<file path="src/bcs_defs.vh">
// Purpose: shared constants for the block copy / search engine
// Assumes: one clock state equals one mclk cycle
// Notes:   definitions only
`ifndef BCS_DEFS_VH
`define BCS_DEFS_VH

// command encoding fields
`define BCS_OP_DOWN     0
`define BCS_OP_REPEAT   1
`define BCS_OP_SEARCH   2

// commands: {search, repeat, down}
`define BCS_CMD_COPY_STEP_UP       3'h0
`define BCS_CMD_COPY_STEP_DOWN     3'h1
`define BCS_CMD_COPY_REPEAT_UP     3'h2
`define BCS_CMD_COPY_REPEAT_DOWN   3'h3
`define BCS_CMD_SEARCH_STEP_UP     3'h4
`define BCS_CMD_SEARCH_STEP_DOWN   3'h5
`define BCS_CMD_SEARCH_REPEAT_UP   3'h6
`define BCS_CMD_SEARCH_REPEAT_DOWN 3'h7

// step timing in clock states and machine cycles
`define BCS_STATES_FINAL    5'd16
`define BCS_STATES_REPEAT   5'd21
`define BCS_MCYC_FINAL      3'd4
`define BCS_MCYC_REPEAT     3'd5

// clock-state slots inside a step
`define BCS_T_READ      5'd3
`define BCS_T_DATA      5'd5
`define BCS_T_PUSH      5'd6
`define BCS_T_LAUNCH    5'd7
`define BCS_T_WRITE     5'd8

// flag byte bit positions
`define BCS_F_SIGN      7
`define BCS_F_ZERO      6
`define BCS_F_HALF      4
`define BCS_F_PV        2
`define BCS_F_SUBTRACT  1
`define BCS_F_CARRY     0

// arithmetic / logic operation codes
`define BCS_ALU_ADD     3'h0
`define BCS_ALU_ADC     3'h1
`define BCS_ALU_SUB     3'h2
`define BCS_ALU_SBC     3'h3
`define BCS_ALU_AND     3'h4
`define BCS_ALU_XOR     3'h5
`define BCS_ALU_OR      3'h6
`define BCS_ALU_CMP     3'h7

// flag reset value and buffer depth
`define BCS_FLAGS_RST   8'h00
`define BCS_FIFO_DEPTH  16
`endif

</file>
<file path="src/bcs_fifo.v">
// Purpose: byte buffer between memory read and memory write
// Assumes: synchronous active-low reset
// Notes:   full and empty come from an occupancy counter
`timescale 1ns/1ns
module bcs_fifo #(
	parameter WIDTH = 8,
	parameter DEPTH = 16,
	parameter AW    = 4
) (
	// clock and reset
	input  wire             mclk,
	input  wire             rst_n,
	// fill side
	input  wire             inValid,
	output wire             inReady,
	input  wire [WIDTH-1:0] inData,
	// drain side
	output wire             outValid,
	input  wire             outReady,
	output wire [WIDTH-1:0] outData
);
	reg [WIDTH-1:0] mem [0:DEPTH-1];
	reg [AW-1:0]    wrPtr_q;
	reg [AW-1:0]    rdPtr_q;
	reg [AW:0]      level_q;
	wire            doPush;
	wire            doPop;

	// handshakes; ready drops honestly when full
	assign inReady  = (level_q != DEPTH[AW:0]);
	assign outValid = (level_q != {(AW+1){1'b0}});
	assign outData  = mem[rdPtr_q];
	assign doPush   = inValid & inReady;
	assign doPop    = outValid & outReady;

	// storage array has no reset, only pointers and occupancy do
	always @(posedge mclk) begin
		if (doPush) begin
			mem[wrPtr_q] <= inData;
		end
	end

	// pointers and occupancy
	always @(posedge mclk) begin
		if (!rst_n) begin
			wrPtr_q <= {AW{1'b0}};
			rdPtr_q <= {AW{1'b0}};
			level_q <= {(AW+1){1'b0}};
		end else begin
			if (doPush) begin
				wrPtr_q <= wrPtr_q + 1'b1;
			end
			if (doPop) begin
				rdPtr_q <= rdPtr_q + 1'b1;
			end
			if (doPush & ~doPop) begin
				level_q <= level_q + 1'b1;
			end else if (doPop & ~doPush) begin
				level_q <= level_q - 1'b1;
			end
		end
	end
endmodule // bcs_fifo

</file>
<file path="src/bcs_alu8.v">
// Purpose: 8-bit arithmetic and logic unit with flag results
// Assumes: purely combinational
// Notes:   undocumented flag bits pass through from flagsIn
`timescale 1ns/1ns
`include "bcs_defs.vh"
module bcs_alu8 (
	// operation
	input  wire [2:0] op,
	input  wire [7:0] opA,
	input  wire [7:0] opB,
	input  wire [7:0] flagsIn,
	// results
	output reg  [7:0] result,
	output reg  [7:0] flagsOut
);
	reg       isSub;
	reg       cin;
	reg [8:0] full;
	reg [4:0] half;
	reg       ovf;

	// one adder serves add and subtract; compare discards the result
	always @* begin
		isSub    = (op == `BCS_ALU_SUB) | (op == `BCS_ALU_SBC) | (op == `BCS_ALU_CMP);
		cin      = ((op == `BCS_ALU_ADC) | (op == `BCS_ALU_SBC)) & flagsIn[`BCS_F_CARRY];
		if (isSub) begin
			full = {1'b0, opA} - {1'b0, opB} - {8'h00, cin};
			half = {1'b0, opA[3:0]} - {1'b0, opB[3:0]} - {4'h0, cin};
			ovf  = (opA[7] != opB[7]) && (full[7] != opA[7]);
		end else begin
			full = {1'b0, opA} + {1'b0, opB} + {8'h00, cin};
			half = {1'b0, opA[3:0]} + {1'b0, opB[3:0]} + {4'h0, cin};
			ovf  = (opA[7] == opB[7]) && (full[7] != opA[7]);
		end
		flagsOut = flagsIn;
		case (op)
		`BCS_ALU_AND: result = opA & opB;
		`BCS_ALU_XOR: result = opA ^ opB;
		`BCS_ALU_OR:  result = opA | opB;
		default:      result = full[7:0];
		endcase
		flagsOut[`BCS_F_SIGN] = result[7];
		flagsOut[`BCS_F_ZERO] = (result == 8'h00);
		flagsOut[`BCS_F_SUBTRACT] = isSub;
		if (op[2] && op != `BCS_ALU_CMP) begin
			flagsOut[`BCS_F_HALF]  = (op == `BCS_ALU_AND);
			flagsOut[`BCS_F_PV]    = ~^result;   // even count of ones
			flagsOut[`BCS_F_CARRY] = 1'b0;
		end else begin
			flagsOut[`BCS_F_HALF]  = half[4];
			flagsOut[`BCS_F_PV]    = ovf;        // signed overflow
			flagsOut[`BCS_F_CARRY] = full[8];
		end
		if (op == `BCS_ALU_CMP) begin
			result = opA;                        // compare leaves accumulator
		end
	end
endmodule // bcs_alu8

</file>
<file path="src/bcs_copy_search.v">
// Purpose: block copy / block search engine plus 8-bit flag unit
// Assumes: memory drives read data in the cycle after the read pulse
// Notes:   one clock state per mclk cycle; only memory wait states
//          stretch a step beyond 16 or 21 states
// Contract
// - single copy: move byte, step pointers, 16 states
// - repeat copy: 21 states per step, 16 last
// - parity/overflow flag clear when counter reaches zero
// - search compares accumulator, zero flag on match
// - repeat search continues: 21 states per step
// - repeat search ends on zero or match, 16
// - arithmetic overflow sets parity/overflow flag
// - logical even parity sets parity/overflow flag
`timescale 1ns/1ns
`include "bcs_defs.vh"
module bcs_copy_search (
	// clock and reset
	input  wire        mclk,
	input  wire        rst_n,
	// block command
	input  wire        cmdValid,
	output wire        cmdReady,
	input  wire [2:0]  cmdOp,
	input  wire [15:0] cmdSourcePointer,
	input  wire [15:0] cmdDestPointer,
	input  wire [15:0] cmdByteCounter,
	input  wire [7:0]  cmdAccumulator,
	// standalone arithmetic request
	input  wire        aluGo,
	input  wire [2:0]  aluOp,
	input  wire [7:0]  aluA,
	input  wire [7:0]  aluB,
	output reg  [7:0]  aluResult,
	// flags load
	input  wire        flagsLoad,
	input  wire [7:0]  flagsLoadValue,
	// memory port
	output reg         memRdEn,
	output reg         memWrEn,
	output reg  [15:0] memAddr,
	output reg  [7:0]  memWdata,
	input  wire [7:0]  memRdata,
	input  wire        memWrReady,
	// status
	output wire        busy,
	output reg         donePulse,
	output reg  [15:0] sourcePointer,
	output reg  [15:0] destPointer,
	output reg  [15:0] byteCounter,
	output reg  [7:0]  flags,
	output reg  [4:0]  stateCount,
	output reg  [2:0]  machineCycles
);
	// one-hot engine states
	localparam [1:0] ST_IDLE = 2'b01;
	localparam [1:0] ST_RUN  = 2'b10;

	reg  [1:0]  state_q;
	reg  [2:0]  op_q;
	reg  [7:0]  acc_q;
	reg  [7:0]  byte_q;
	reg         push_q;
	reg         wrDone_q;
	reg         match_q;
	wire        isSearch;
	wire        isRepeat;
	wire        isDown;
	wire [15:0] cntNext;
	wire        lastStep;
	wire [4:0]  stepLen;
	wire        atEnd;
	wire        stall;
	wire        fifoInReady;
	wire        fifoOutValid;
	wire        fifoOutReady;
	wire [7:0]  fifoOutData;
	wire [2:0]  aluSelOp;
	wire [7:0]  aluSelA;
	wire [7:0]  aluSelB;
	wire [7:0]  aluRes;
	wire [7:0]  aluFlags;

	// command decode
	assign isSearch = op_q[`BCS_OP_SEARCH];
	assign isRepeat = op_q[`BCS_OP_REPEAT];
	assign isDown   = op_q[`BCS_OP_DOWN];
	assign cmdReady = state_q[0];
	assign busy     = state_q[1];
	assign cntNext  = byteCounter - 16'h0001;

	// step length is fixed once the compare result exists, well before it is needed
	assign lastStep = ~isRepeat | (cntNext == 16'h0000) | (isSearch & match_q);
	assign stepLen  = lastStep ? `BCS_STATES_FINAL : `BCS_STATES_REPEAT;
	assign atEnd    = state_q[1] && (stateCount == stepLen - 5'd1);

	// the state counter freezes only while the buffer is full or the memory
	// holds off the write; a zero-wait memory keeps every step at its nominal
	// 16 or 21 states, so the only stretch a user sees is the memory's own wait
	assign stall = state_q[1] &&
		((stateCount == `BCS_T_PUSH && push_q && !fifoInReady) ||
		 (stateCount == `BCS_T_WRITE && !isSearch && !wrDone_q &&
		  !(memWrEn && memWrReady)));

	// the launch slot drains one byte from the buffer into a write request, one
	// state ahead of the write slot, so that an immediate acknowledge lands
	// inside the write slot instead of after it
	assign fifoOutReady = state_q[1] && stateCount == `BCS_T_LAUNCH && !isSearch
		&& !memWrEn && !wrDone_q;

	// byte buffer in the copy path; full stalls the read side
	bcs_fifo #(
		.WIDTH (8),
		.DEPTH (`BCS_FIFO_DEPTH),
		.AW    (4)
	) u_fifo (
		.mclk     (mclk),
		.rst_n    (rst_n),
		.inValid  (push_q),
		.inReady  (fifoInReady),
		.inData   (byte_q),
		.outValid (fifoOutValid),
		.outReady (fifoOutReady),
		.outData  (fifoOutData)
	);

	// the flag unit serves the search compare while busy, requests otherwise
	assign aluSelOp = state_q[1] ? `BCS_ALU_CMP : aluOp;
	assign aluSelA  = state_q[1] ? acc_q : aluA;
	assign aluSelB  = state_q[1] ? byte_q : aluB;

	bcs_alu8 u_alu (
		.op       (aluSelOp),
		.opA      (aluSelA),
		.opB      (aluSelB),
		.flagsIn  (flags),
		.result   (aluRes),
		.flagsOut (aluFlags)
	);

	// step timeline in clock states (one per mclk):
	//   3  read pulse is launched at the source address
	//   4  read pulse on the bus, memory answers in the next state
	//   5  read byte captured
	//   6  byte pushed into the buffer, search compare captured
	//   7  buffered byte launched as a write to the destination
	//   8  write held here until the memory accepts it
	//   15 or 20  pointers, counter and flags step; the step ends
	// read and write never share a state, so one address register serves both
	// state machine and clock-state counter
	always @(posedge mclk) begin
		if (!rst_n) begin
			state_q       <= ST_IDLE;
			stateCount    <= 5'd0;
			machineCycles <= 3'd0;
			donePulse     <= 1'b0;
			op_q          <= 3'h0;
			acc_q         <= 8'h00;
		end else begin
			donePulse <= 1'b0;
			case (state_q)
			ST_IDLE: begin
				stateCount <= 5'd0;
				if (cmdValid) begin
					state_q <= ST_RUN;
					op_q    <= cmdOp;
					acc_q   <= cmdAccumulator;
				end
			end
			ST_RUN: begin
				if (atEnd) begin
					stateCount    <= 5'd0;
					machineCycles <= lastStep ? `BCS_MCYC_FINAL : `BCS_MCYC_REPEAT;
					if (lastStep) begin
						state_q   <= ST_IDLE;
						donePulse <= 1'b1;
					end
				end else if (!stall) begin
					stateCount <= stateCount + 5'd1;
				end
			end
			default: begin
				state_q <= ST_IDLE;
			end
			endcase
		end
	end

	// memory read, capture and buffer push; push_q stays up while the buffer
	// is full, which holds the counter in the push slot
	always @(posedge mclk) begin
		if (!rst_n) begin
			memRdEn <= 1'b0;
			byte_q  <= 8'h00;
			push_q  <= 1'b0;
			match_q <= 1'b0;
		end else begin
			memRdEn <= 1'b0;
			if (state_q[1] && stateCount == `BCS_T_READ && !stall) begin
				memRdEn <= 1'b1;
			end
			if (state_q[1] && stateCount == `BCS_T_DATA) begin
				byte_q <= memRdata;
				push_q <= ~isSearch;
			end else if (push_q && fifoInReady) begin
				push_q <= 1'b0;
			end
			if (state_q[0]) begin
				match_q <= 1'b0;
			end else if (stateCount == `BCS_T_PUSH) begin
				match_q <= (acc_q == byte_q);
			end
		end
	end

	// memory write request held until the memory accepts it; wrDone_q keeps
	// the launch slot from issuing a second write in the same step
	always @(posedge mclk) begin
		if (!rst_n) begin
			memWrEn  <= 1'b0;
			memWdata <= 8'h00;
			wrDone_q <= 1'b0;
		end else begin
			if (fifoOutReady && fifoOutValid) begin
				memWrEn  <= 1'b1;
				memWdata <= fifoOutData;
			end else if (memWrEn && memWrReady) begin
				memWrEn  <= 1'b0;
				wrDone_q <= 1'b1;
			end
			if (atEnd) begin
				wrDone_q <= 1'b0;
			end
		end
	end

	// address mux: source for the read slot, destination for writes
	always @(posedge mclk) begin
		if (!rst_n) begin
			memAddr <= 16'h0000;
		end else if (state_q[1] && stateCount == `BCS_T_READ) begin
			memAddr <= sourcePointer;
		end else if (fifoOutReady && fifoOutValid) begin
			memAddr <= destPointer;
		end
	end

	// pointers and counter: load on command, step at the end of each step;
	// a count loaded as zero wraps to ffff, so a repeat started at zero runs
	// through the whole 64k range before it stops, unless a search finds a match first
	always @(posedge mclk) begin
		if (!rst_n) begin
			sourcePointer <= 16'h0000;
			destPointer   <= 16'h0000;
			byteCounter   <= 16'h0000;
		end else if (state_q[0] && cmdValid) begin
			sourcePointer <= cmdSourcePointer;
			destPointer   <= cmdDestPointer;
			byteCounter   <= cmdByteCounter;
		end else if (atEnd) begin
			byteCounter <= cntNext;
			if (isDown) begin
				sourcePointer <= sourcePointer - 16'h0001;
			end else begin
				sourcePointer <= sourcePointer + 16'h0001;
			end
			if (!isSearch) begin
				if (isDown) begin
					destPointer <= destPointer - 16'h0001;
				end else begin
					destPointer <= destPointer + 16'h0001;
				end
			end
		end
	end

	// flag byte: step results, standalone operations, or a direct load;
	// block steps leave carry and the two spare bits alone, and a step end
	// outranks any request because requests are refused while busy
	always @(posedge mclk) begin
		if (!rst_n) begin
			flags     <= `BCS_FLAGS_RST;
			aluResult <= 8'h00;
		end else if (atEnd) begin
			flags[`BCS_F_PV] <= (cntNext != 16'h0000);
			if (isSearch) begin
				flags[`BCS_F_SIGN]     <= aluFlags[`BCS_F_SIGN];
				flags[`BCS_F_ZERO]     <= aluFlags[`BCS_F_ZERO];
				flags[`BCS_F_HALF]     <= aluFlags[`BCS_F_HALF];
				flags[`BCS_F_SUBTRACT] <= 1'b1;
			end else begin
				flags[`BCS_F_HALF]     <= 1'b0;
				flags[`BCS_F_SUBTRACT] <= 1'b0;
			end
		end else if (state_q[0] && aluGo) begin
			flags     <= aluFlags;
			aluResult <= aluRes;
		end else if (state_q[0] && flagsLoad) begin
			flags <= flagsLoadValue;
		end
	end
endmodule // bcs_copy_search

</file>
<file path="config.mk">
export PLATFORM = sky130hd
export DESIGN_NAME = bcs_copy_search
export DESIGN_NICKNAME = d
export VERILOG_FILES = /design/src/bcs_fifo.v /design/src/bcs_alu8.v /design/src/bcs_copy_search.v
export VERILOG_INCLUDE_DIRS = /design/src
export SDC_FILE = /design/constraint.sdc
export NUM_CORES = 1
export LEC_CHECK = 0
export ABC_AREA = 1
export ABC_CLOCK_PERIOD_IN_PS = 4840
export BUFFER_PORTS_ARGS = -buffer_cell sky130_fd_sc_hd__buf_2
export CAP_MARGIN = 10
export CORE_MARGIN = 4
export CORE_UTILIZATION = 59
export CTS_CLUSTER_SIZE = 28
export DETAILED_ROUTE_END_ITERATION = 12
export PLACE_DENSITY = 0.81
export SLEW_MARGIN = 20
export SYNTH_ARGS = -nofsm -noshare
export SYNTH_HDL_FRONTEND = slang
export SYNTH_HIERARCHICAL = 1
export SYNTH_SLANG_ARGS = --single-unit
</file>
<file path="constraint.sdc">
create_clock -name mclk -period 4.84 [get_ports mclk]
set_clock_uncertainty 0.15 [all_clocks]
set_input_delay 0.242 -clock mclk [delete_from_list [all_inputs] [get_ports mclk]]
set_output_delay 0.242 -clock mclk [all_outputs]
set_load 0.005 [all_outputs]
</file>
Word level (Yosys, flattened, before mapping)
Memories as Yosys holds them, arrays and structs flattened. A register that Yosys moved wholly into a read port is not among the register bits.
Cells that the tools add are included.
{"block": "op_classes", "add_sub_neg": 19, "eq_ne": 28, "n_mux": 49, "bitwise": 22, "n_reduce_logical": 57}
{"cell": "two-way mux 16 bit", "count": 11}
{"cell": "subtractor 16 x 1 -> 16 bit (second input constant)", "count": 3}
{"cell": "two-way mux 8 bit", "count": 5}
{"cell": "adder 16 x 1 -> 16 bit (second input constant)", "count": 2}
{"cell": "two-way mux 5 bit", "count": 5}
{"cell": "one-hot mux 8 bit (3 select lines)", "count": 1}
{"cell": "logical AND 1 bit", "count": 23}
{"cell": "zero test 16 bit", "count": 1}
{"cell": "two-way mux 1 bit", "count": 16}
{"cell": "AND reduction 2 bit", "count": 8}
{"cell": "nonzero test 16 bit", "count": 1}
{"cell": "equality test 5 x 3 -> 1 bit (second input constant)", "count": 3}
{"cell": "nonzero test 2 bit", "count": 7}
{"cell": "equality test 3 bit (second input constant)", "count": 4}
{"cell": "two-way mux 2 bit", "count": 6}
{"cell": "adder 5 x 1 -> 5 bit (second input constant)", "count": 2}
{"cell": "one-hot mux 5 bit (2 select lines)", "count": 1}
{"cell": "subtractor 5 x 1 -> 5 bit (second input constant)", "count": 2}
{"cell": "adder 8 x 8 -> 9 bit", "count": 1}
{"cell": "adder 9 x 1 -> 9 bit", "count": 1}
{"cell": "two-way mux 9 bit", "count": 1}
{"cell": "AND reduction 3 bit", "count": 3}
{"cell": "subtractor 8 x 8 -> 9 bit", "count": 1}
{"cell": "subtractor 9 x 1 -> 9 bit", "count": 1}
{"cell": "34 further kinds", "count": 66}
{"block": "word_totals", "ff_bits": 128, "ram_bits": 128, "n_memories": 1}
{"memory": "u_fifo.mem", "words": 16, "width": 8, "rd": 1, "rd_clocked_by_memory_dff": 1, "wr": 1, "line": "bcs_fifo.v:22", "source": "reg [WIDTH-1:0] mem [0:DEPTH-1];"}

Longest topological paths before layout
{"block": "depth", "ltp_word": 11, "mapped_depth": 26, "depth_no_buf": 26}

By module
The synthesis kept the hierarchy.
{"mod": "bcs_copy_search", "n_inst": 1, "cells_each": 1117, "area_each_um2": 7464.7}
{"mod": "bcs_fifo", "n_inst": 1, "cells_each": 658, "area_each_um2": 6521.3}
{"mod": "bcs_alu8", "n_inst": 1, "cells_each": 298, "area_each_um2": 1720.4}

Worst setup path before layout
OpenSTA, ideal clock, no wires.
{"block": "synth_path", "path_kind": "reg2reg", "from": "register state_q[1]", "to": "register flags[2]", "setup_ns": 0.064, "t_arrival_ns": 3.446, "required_ns": 4.626, "setup_slack_ns": 1.180, "path_stages_with_launch": 22, "n_path_buf": 1, "period_less_slack_ns": 3.660, "path_cell_list": "dfxtp_1 clkbuf_1 or2_2 inv_1 nand3_1 fa_1 fa_1 o21ai_0 nand2_1 nand2_1 nand2_1 o211ai_1 nand2_1 ha_1 xor2_1 xor2_1 nand2_1 nand2_1 inv_1 nor2_1 nor2_1 nor2_1"}
{"block": "synth_via", "elab_chain_len": 11, "elab_cells_between_ends": 38, "classes_between": "4 x add/sub; 12 x eq/ne; 9 x mux; 7 x bitwise; 6 x reduce/logical"}
{"element": "from (decl)", "line": "bcs_copy_search.v:58", "source": "reg [1:0] state_q;"}
{"element": "from (signal assigned)", "line": "bcs_copy_search.v:152", "source": "state_q <= ST_IDLE;"}
{"element": "from (signal assigned)", "line": "bcs_copy_search.v:164", "source": "state_q <= ST_RUN;"}
{"element": "from (signal assigned)", "line": "bcs_copy_search.v:174", "source": "state_q <= ST_IDLE;"}
{"element": "two-way mux 3 bit (*)", "line": "bcs_copy_search.v:127", "source": "assign aluSelOp = state_q[1] ? `BCS_ALU_CMP : aluOp;"}
{"element": "via aluSelOp[2]", "line": "bcs_copy_search.v:77", "source": "wire [2:0] aluSelOp;"}
{"element": "equality test 3 x 1 -> 1 bit (no line) or equality test 3 x 2 -> 1 bit (tied branches)"}
{"element": "OR 1 bit", "line": "bcs_alu8.v:25", "source": "cin = ((op == `BCS_ALU_ADC) | (op == `BCS_ALU_SBC)) & flagsIn[`BCS_F_CARRY];"}
{"element": "AND 1 bit", "line": "bcs_alu8.v:25"}
{"element": "adder 9 x 1 -> 9 bit or subtractor 9 x 1 -> 9 bit (tied branches)", "line": "bcs_alu8.v:31, bcs_alu8.v:27"}
{"element": "two-way mux 9 bit (tied with other cells)", "line": "bcs_alu8.v:26", "source": "if (isSub) begin"}
{"element": "one-hot mux 8 bit (3 select lines) (tied with other cells)", "line": "bcs_alu8.v:36", "source": "case (op)"}
{"element": "XNOR reduction 8 bit or two-way mux 1 bit (tied branches)", "line": "bcs_alu8.v:47, bcs_alu8.v:26"}
{"element": "two-way mux 1 bit (*)", "line": "bcs_alu8.v:45", "source": "if (op[2] && op != `BCS_ALU_CMP) begin"}
{"element": "via aluFlags[2]", "line": "bcs_copy_search.v:81", "source": "wire [7:0] aluFlags;"}
{"element": "two-way mux 8 bit (*)", "line": "bcs_copy_search.v:294", "source": "end else if (state_q[0] && aluGo) begin"}
{"element": "two-way mux 2 bit (*)", "line": "bcs_copy_search.v:283", "source": "end else if (atEnd) begin"}
{"element": "to (signal, indexed assignment)", "line": "bcs_copy_search.v:284", "source": "flags[`BCS_F_PV] <= (cntNext != 16'h0000);"}
{"element": "to (signal, indexed assignment)", "line": "bcs_copy_search.v:286", "source": "flags[`BCS_F_SIGN] <= aluFlags[`BCS_F_SIGN];"}
{"element": "to (signal assigned)", "line": "bcs_copy_search.v:295", "source": "flags <= aluFlags;"}
{"element": "to (decl)", "line": "bcs_copy_search.v:50", "source": "output reg [7:0] flags,"}
The timed path passes the listed nets; every way through them passes the cells marked *.
A chain may end at the register's enable or synchronous reset.

Final worst setup path
{"block": "layout_path", "from": "register state_q[1]", "to": "register flags[2]"}
{"block": "layout_via", "elab_cells_between_ends": 38, "classes_between": "4 x add/sub; 12 x eq/ne; 9 x mux; 7 x bitwise; 6 x reduce/logical"}
{"element": "two-way mux 8 bit (*)", "line": "bcs_copy_search.v:128", "source": "assign aluSelA = state_q[1] ? acc_q : aluA;"}
{"element": "via aluSelA[0]", "line": "bcs_copy_search.v:78", "source": "wire [7:0] aluSelA;"}
{"element": "adder 8 x 8 -> 9 bit or subtractor 8 x 8 -> 9 bit (tied branches)", "line": "bcs_alu8.v:31, bcs_alu8.v:27"}
{"element": "adder 9 x 1 -> 9 bit or subtractor 9 x 1 -> 9 bit (tied branches)", "line": "bcs_alu8.v:31, bcs_alu8.v:27"}
{"element": "two-way mux 9 bit (tied with other cells)", "line": "bcs_alu8.v:26"}
{"element": "one-hot mux 8 bit (3 select lines) (tied with other cells)", "line": "bcs_alu8.v:36"}
{"element": "XNOR reduction 8 bit or two-way mux 1 bit (tied branches)", "line": "bcs_alu8.v:47, bcs_alu8.v:26"}
{"element": "two-way mux 1 bit (*)", "line": "bcs_alu8.v:45"}
{"element": "via aluFlags[2]", "line": "bcs_copy_search.v:81"}
{"element": "two-way mux 8 bit (*)", "line": "bcs_copy_search.v:294"}
{"element": "two-way mux 2 bit (*)", "line": "bcs_copy_search.v:283"}
Marks and branches as above.

==> reports/metrics.cfg <==
[timing]
hold_ws_ns=0.0565
max_freq_mhz=258
tightest_slew_ns=1.11
slew_headroom_pct=25.6
setup_slack_ns=0.966
grt_setup_unrepaired=false
maxSlewViolCount=0
finalSetupViolations=0
hold_violations=0
timing.final.crit_share_pct=80.0
period_minus_slack_ns=3.87
finalSetupTns_ns=0

[floorplan]
core_mm2=0.0261
die_w_um=171
rows=59
die_y_um=171
ios=201
fp.dieArea_mm2=0.0293
initial_core_util_pct=60.1

[place]
hpwl_mm=31.8
place_ws_ns=1.05
dp_cells=2547
gp_congestion=0.997
portBuffers=199
dpl_cell_area_mm2=0.0168

[cells_and_area]
area_delta_synth_final_pct=18.5
fillers=2051
layoutNonFillerInstCount=2679
design_area_mm2=0.0186
regArea_mm2=0.00663
fin_util_pct=71.2
drive_gt1_share_pct=14.4
multi_input_area_mm2=0.00769
nets=2506

[power]
pwr-share-clk_pct=37.1
p_int_mw=4.35
swShare_pct=30.3
power_mw=6.23
seqPwrFrac_pct=40.6
p_leak_nw=8.85
switching_power_mw=1.89
power.density_mw_per_mm2=335
ir_drop_uv=241
combPwrFrac_pct=22.3

[worst_setup_path]
crit_type=flip-flop to flip-flop
r2r_end=flags[2]
critPathCaptureType=flip-flop
worstPathMaxFanout=8
slowest_delay_ns=0.52
cp_common_cell=nand2_1
cp.required_ns=5.17
crit_chain=clkinv_1 -> nand2_1 -> nand2_1 -> fa_1 -> fa_1 -> o21ai_0 -> nand2_1 -> nand2_1 -> nand2_1 -> o211ai_1 -> nand2_1 -> ha_1 -> xor2_1 -> xor2_1 -> nand2_1 -> nand2_1 -> inv_1 -> nor2_1 -> nor2_1 -> nor2_1
crit_slowest_cell=fa_1
r2r_slack_ns=0.97
arrival_ns=4.21
r2r-start=state_q[1]
cp-start-kind=flip-flop
r2r.worst_path.cells=20

[clock_network]
insertion_delay_ns=0.55
tritoncts=built
cts_resized=0
clock_sinks=267
clockBufferDepth=3
cts_made_buffers=30
cts_root_buf=clkbuf_16
htreeDepth=1
clkSlewWorstSetupHoldPaths_ns=0.06

[detailed_routing]
met1_length_mm=18.1
routed-wl-met2_mm=22.6
first_pass_iters=6
post_drt_wl_per_cell_um=17.7
remaining_drc_errors=0
drtIter0Drc=1301
dr_total_vias=15400
top_layer=met4
ant_nets=0
drt-total-wl_mm=47.4
vias_per_cell=5.75
met3WireLength_mm=4.27

[min_path]
hold_path.startpoint=flagsLoadValue[6]
hold_path_depth=7
whs_endpoint=flags[6]
worstHoldPathType=input pin to flip-flop

[synthesis]
synth_edf_count=128
syn_avg_cell_area_um2=7.58
synthTopCellsByCount=nand2_1, inv_1, nor2_1
synth_top_cell_area_share_pct=24.5
synth_nets=2260
synth_top_area_cell=edfxtp_1
seq_area_frac_synth_pct=42.2
yosysMostFrequentCell=nand2_1
synth.distinct_cells=53
ys.flop_type=dfxtp_1
syn_area_mm2=0.0157
async_reset_ff_share_pct=0
synth_area_leaders=edfxtp_1, dfxtp_1, nand2_1
ys_ff_latch=267
synth_cells=2073
ys.warnings.count=6

[grt]
grt_pass1_vias=14700
grt_max_degree=94
grt_pass1_wl_mm=74.7
track_usage_pct=31.4
antenna_found_initial=1
grt_overflow=0

[status]
status=finished, final reports clean

[run]
drv_cap=0

## critical path: cells and delay by family, from the launching register on
| kind | cells | cell delay, ns |
|---|---|---|
| adders and majority gates | 3 | 1.26 |
| xor gates and xnor gates | 2 | 0.35 |
| and+or+nand+nor | 11 | 1.01 |
| AOI/OAI and AO/OA | 2 | 0.39 |
| buffers and inverters | 2 | 0.20 |
| DFF | 1 | 0.45 |
## metal layers
metal / track usage [%] / up-vias
met2: 52.6 / 782
met3: 6.42 / 166
met5: 0 / -
li1: - / 7303
met4: 14.1 / 0
met1: 39.4 / 7141
## placed cells by master, fill, tap and decap left out, drive strengths merged, types with 3 or more instances in the layout
| cell | count |
|---|---|
| xnor2 | 22 |
| o22ai | 3 |
| clkbuf | 44 |
| buf | 219 |
| a21boi | 6 |
| nor2 | 222 |
| nand2 | 558 |
| a21oi | 108 |
| fa | 7 |
| dlygate4sd3 | 75 |
| a31oi | 16 |
| nand3 | 184 |
| o2111ai | 6 |
| clkinvlp | 3 |
| or2 | 12 |
| nand3b | 8 |
| inv | 252 |
| dfxtp | 139 |
| a21o | 3 |
| clkinv | 10 |
| ha | 80 |
| o21ai | 148 |
| edfxtp | 128 |
| nor3 | 9 |
| nand4 | 31 |
| o31ai | 3 |
| xor2 | 18 |
| o211ai | 4 |
| a211oi | 11 |
## registers in the layout (all words and copies together), names as in the netlist, 2 cells and up, named ones only
register        cells
op_q                3
memAddr            16
u_fifo/rdPtr_q      4
u_fifo/wrPtr_q      4
machineCycles       2
memWdata            8
stateCount          5
acc_q               8
u_fifo/level_q      5
aluResult           8
destPointer        16
flags               8
u_fifo/mem        128
byte_q              8
sourcePointer      16
state_q             2
byteCounter        16
## layout make-up
type | instances | area share, %
Antenna cell | 1 | 0.0134
Clock buffer | 44 | 4.81
Clock inverter | 12 | 0.672
Inverter | 255 | 5.17
Multi-Input combinational cell | 1471 | 41.3
Sequential cell | 267 | 35.6
Tap cell | 335 | 2.25
Timing Repair Buffer | 294 | 10.2
## cells by family (layout without fill, tap and decap cells)
family,after synthesis,count (layout),synth area share (%)
simple gates,1026,1026,28.1
other cells,1,2,0.0239
buf+inv,335,605,8.87
mux,1,1,0.0637
compound gates,316,316,11.2
fa+ha+maj,87,87,7.27
xor+xnor,40,40,2.23
flops,267,267,42.2
## worst max-delay path by stage
stage | depth (start not counted) | startpoint | endpoint
6_report | 20 | state_q[1] | flags[2]
5_1_grt | 20 | state_q[1] | flags[2]
2_1_floorplan | 21 | state_q[1] | flags[2]
4_1_cts | 20 | state_q[1] | flags[2]
3_3_place_gp | 20 | state_q[1] | flags[2]
3_5_place_dp | 20 | state_q[1] | flags[2]
## what timing repair did
item                      4_1_cts  5_1_grt
hold buffers                   75        0
buffers inserted                0        0
hold endpoints to repair       76        0
## power by group through the flow
stage	clock network [mW]	logic, mW	registers (mW)
2_1_floorplan	0	0.951	2.55
3_3_place_gp	0	1.27	2.57
3_5_place_dp	0	1.29	2.57
4_1_cts	2.33	1.35	2.53
5_1_grt	2.43	1.56	2.54
6_report	2.31	1.39	2.53
No activity file was read; power rests on OpenSTA's default activity.
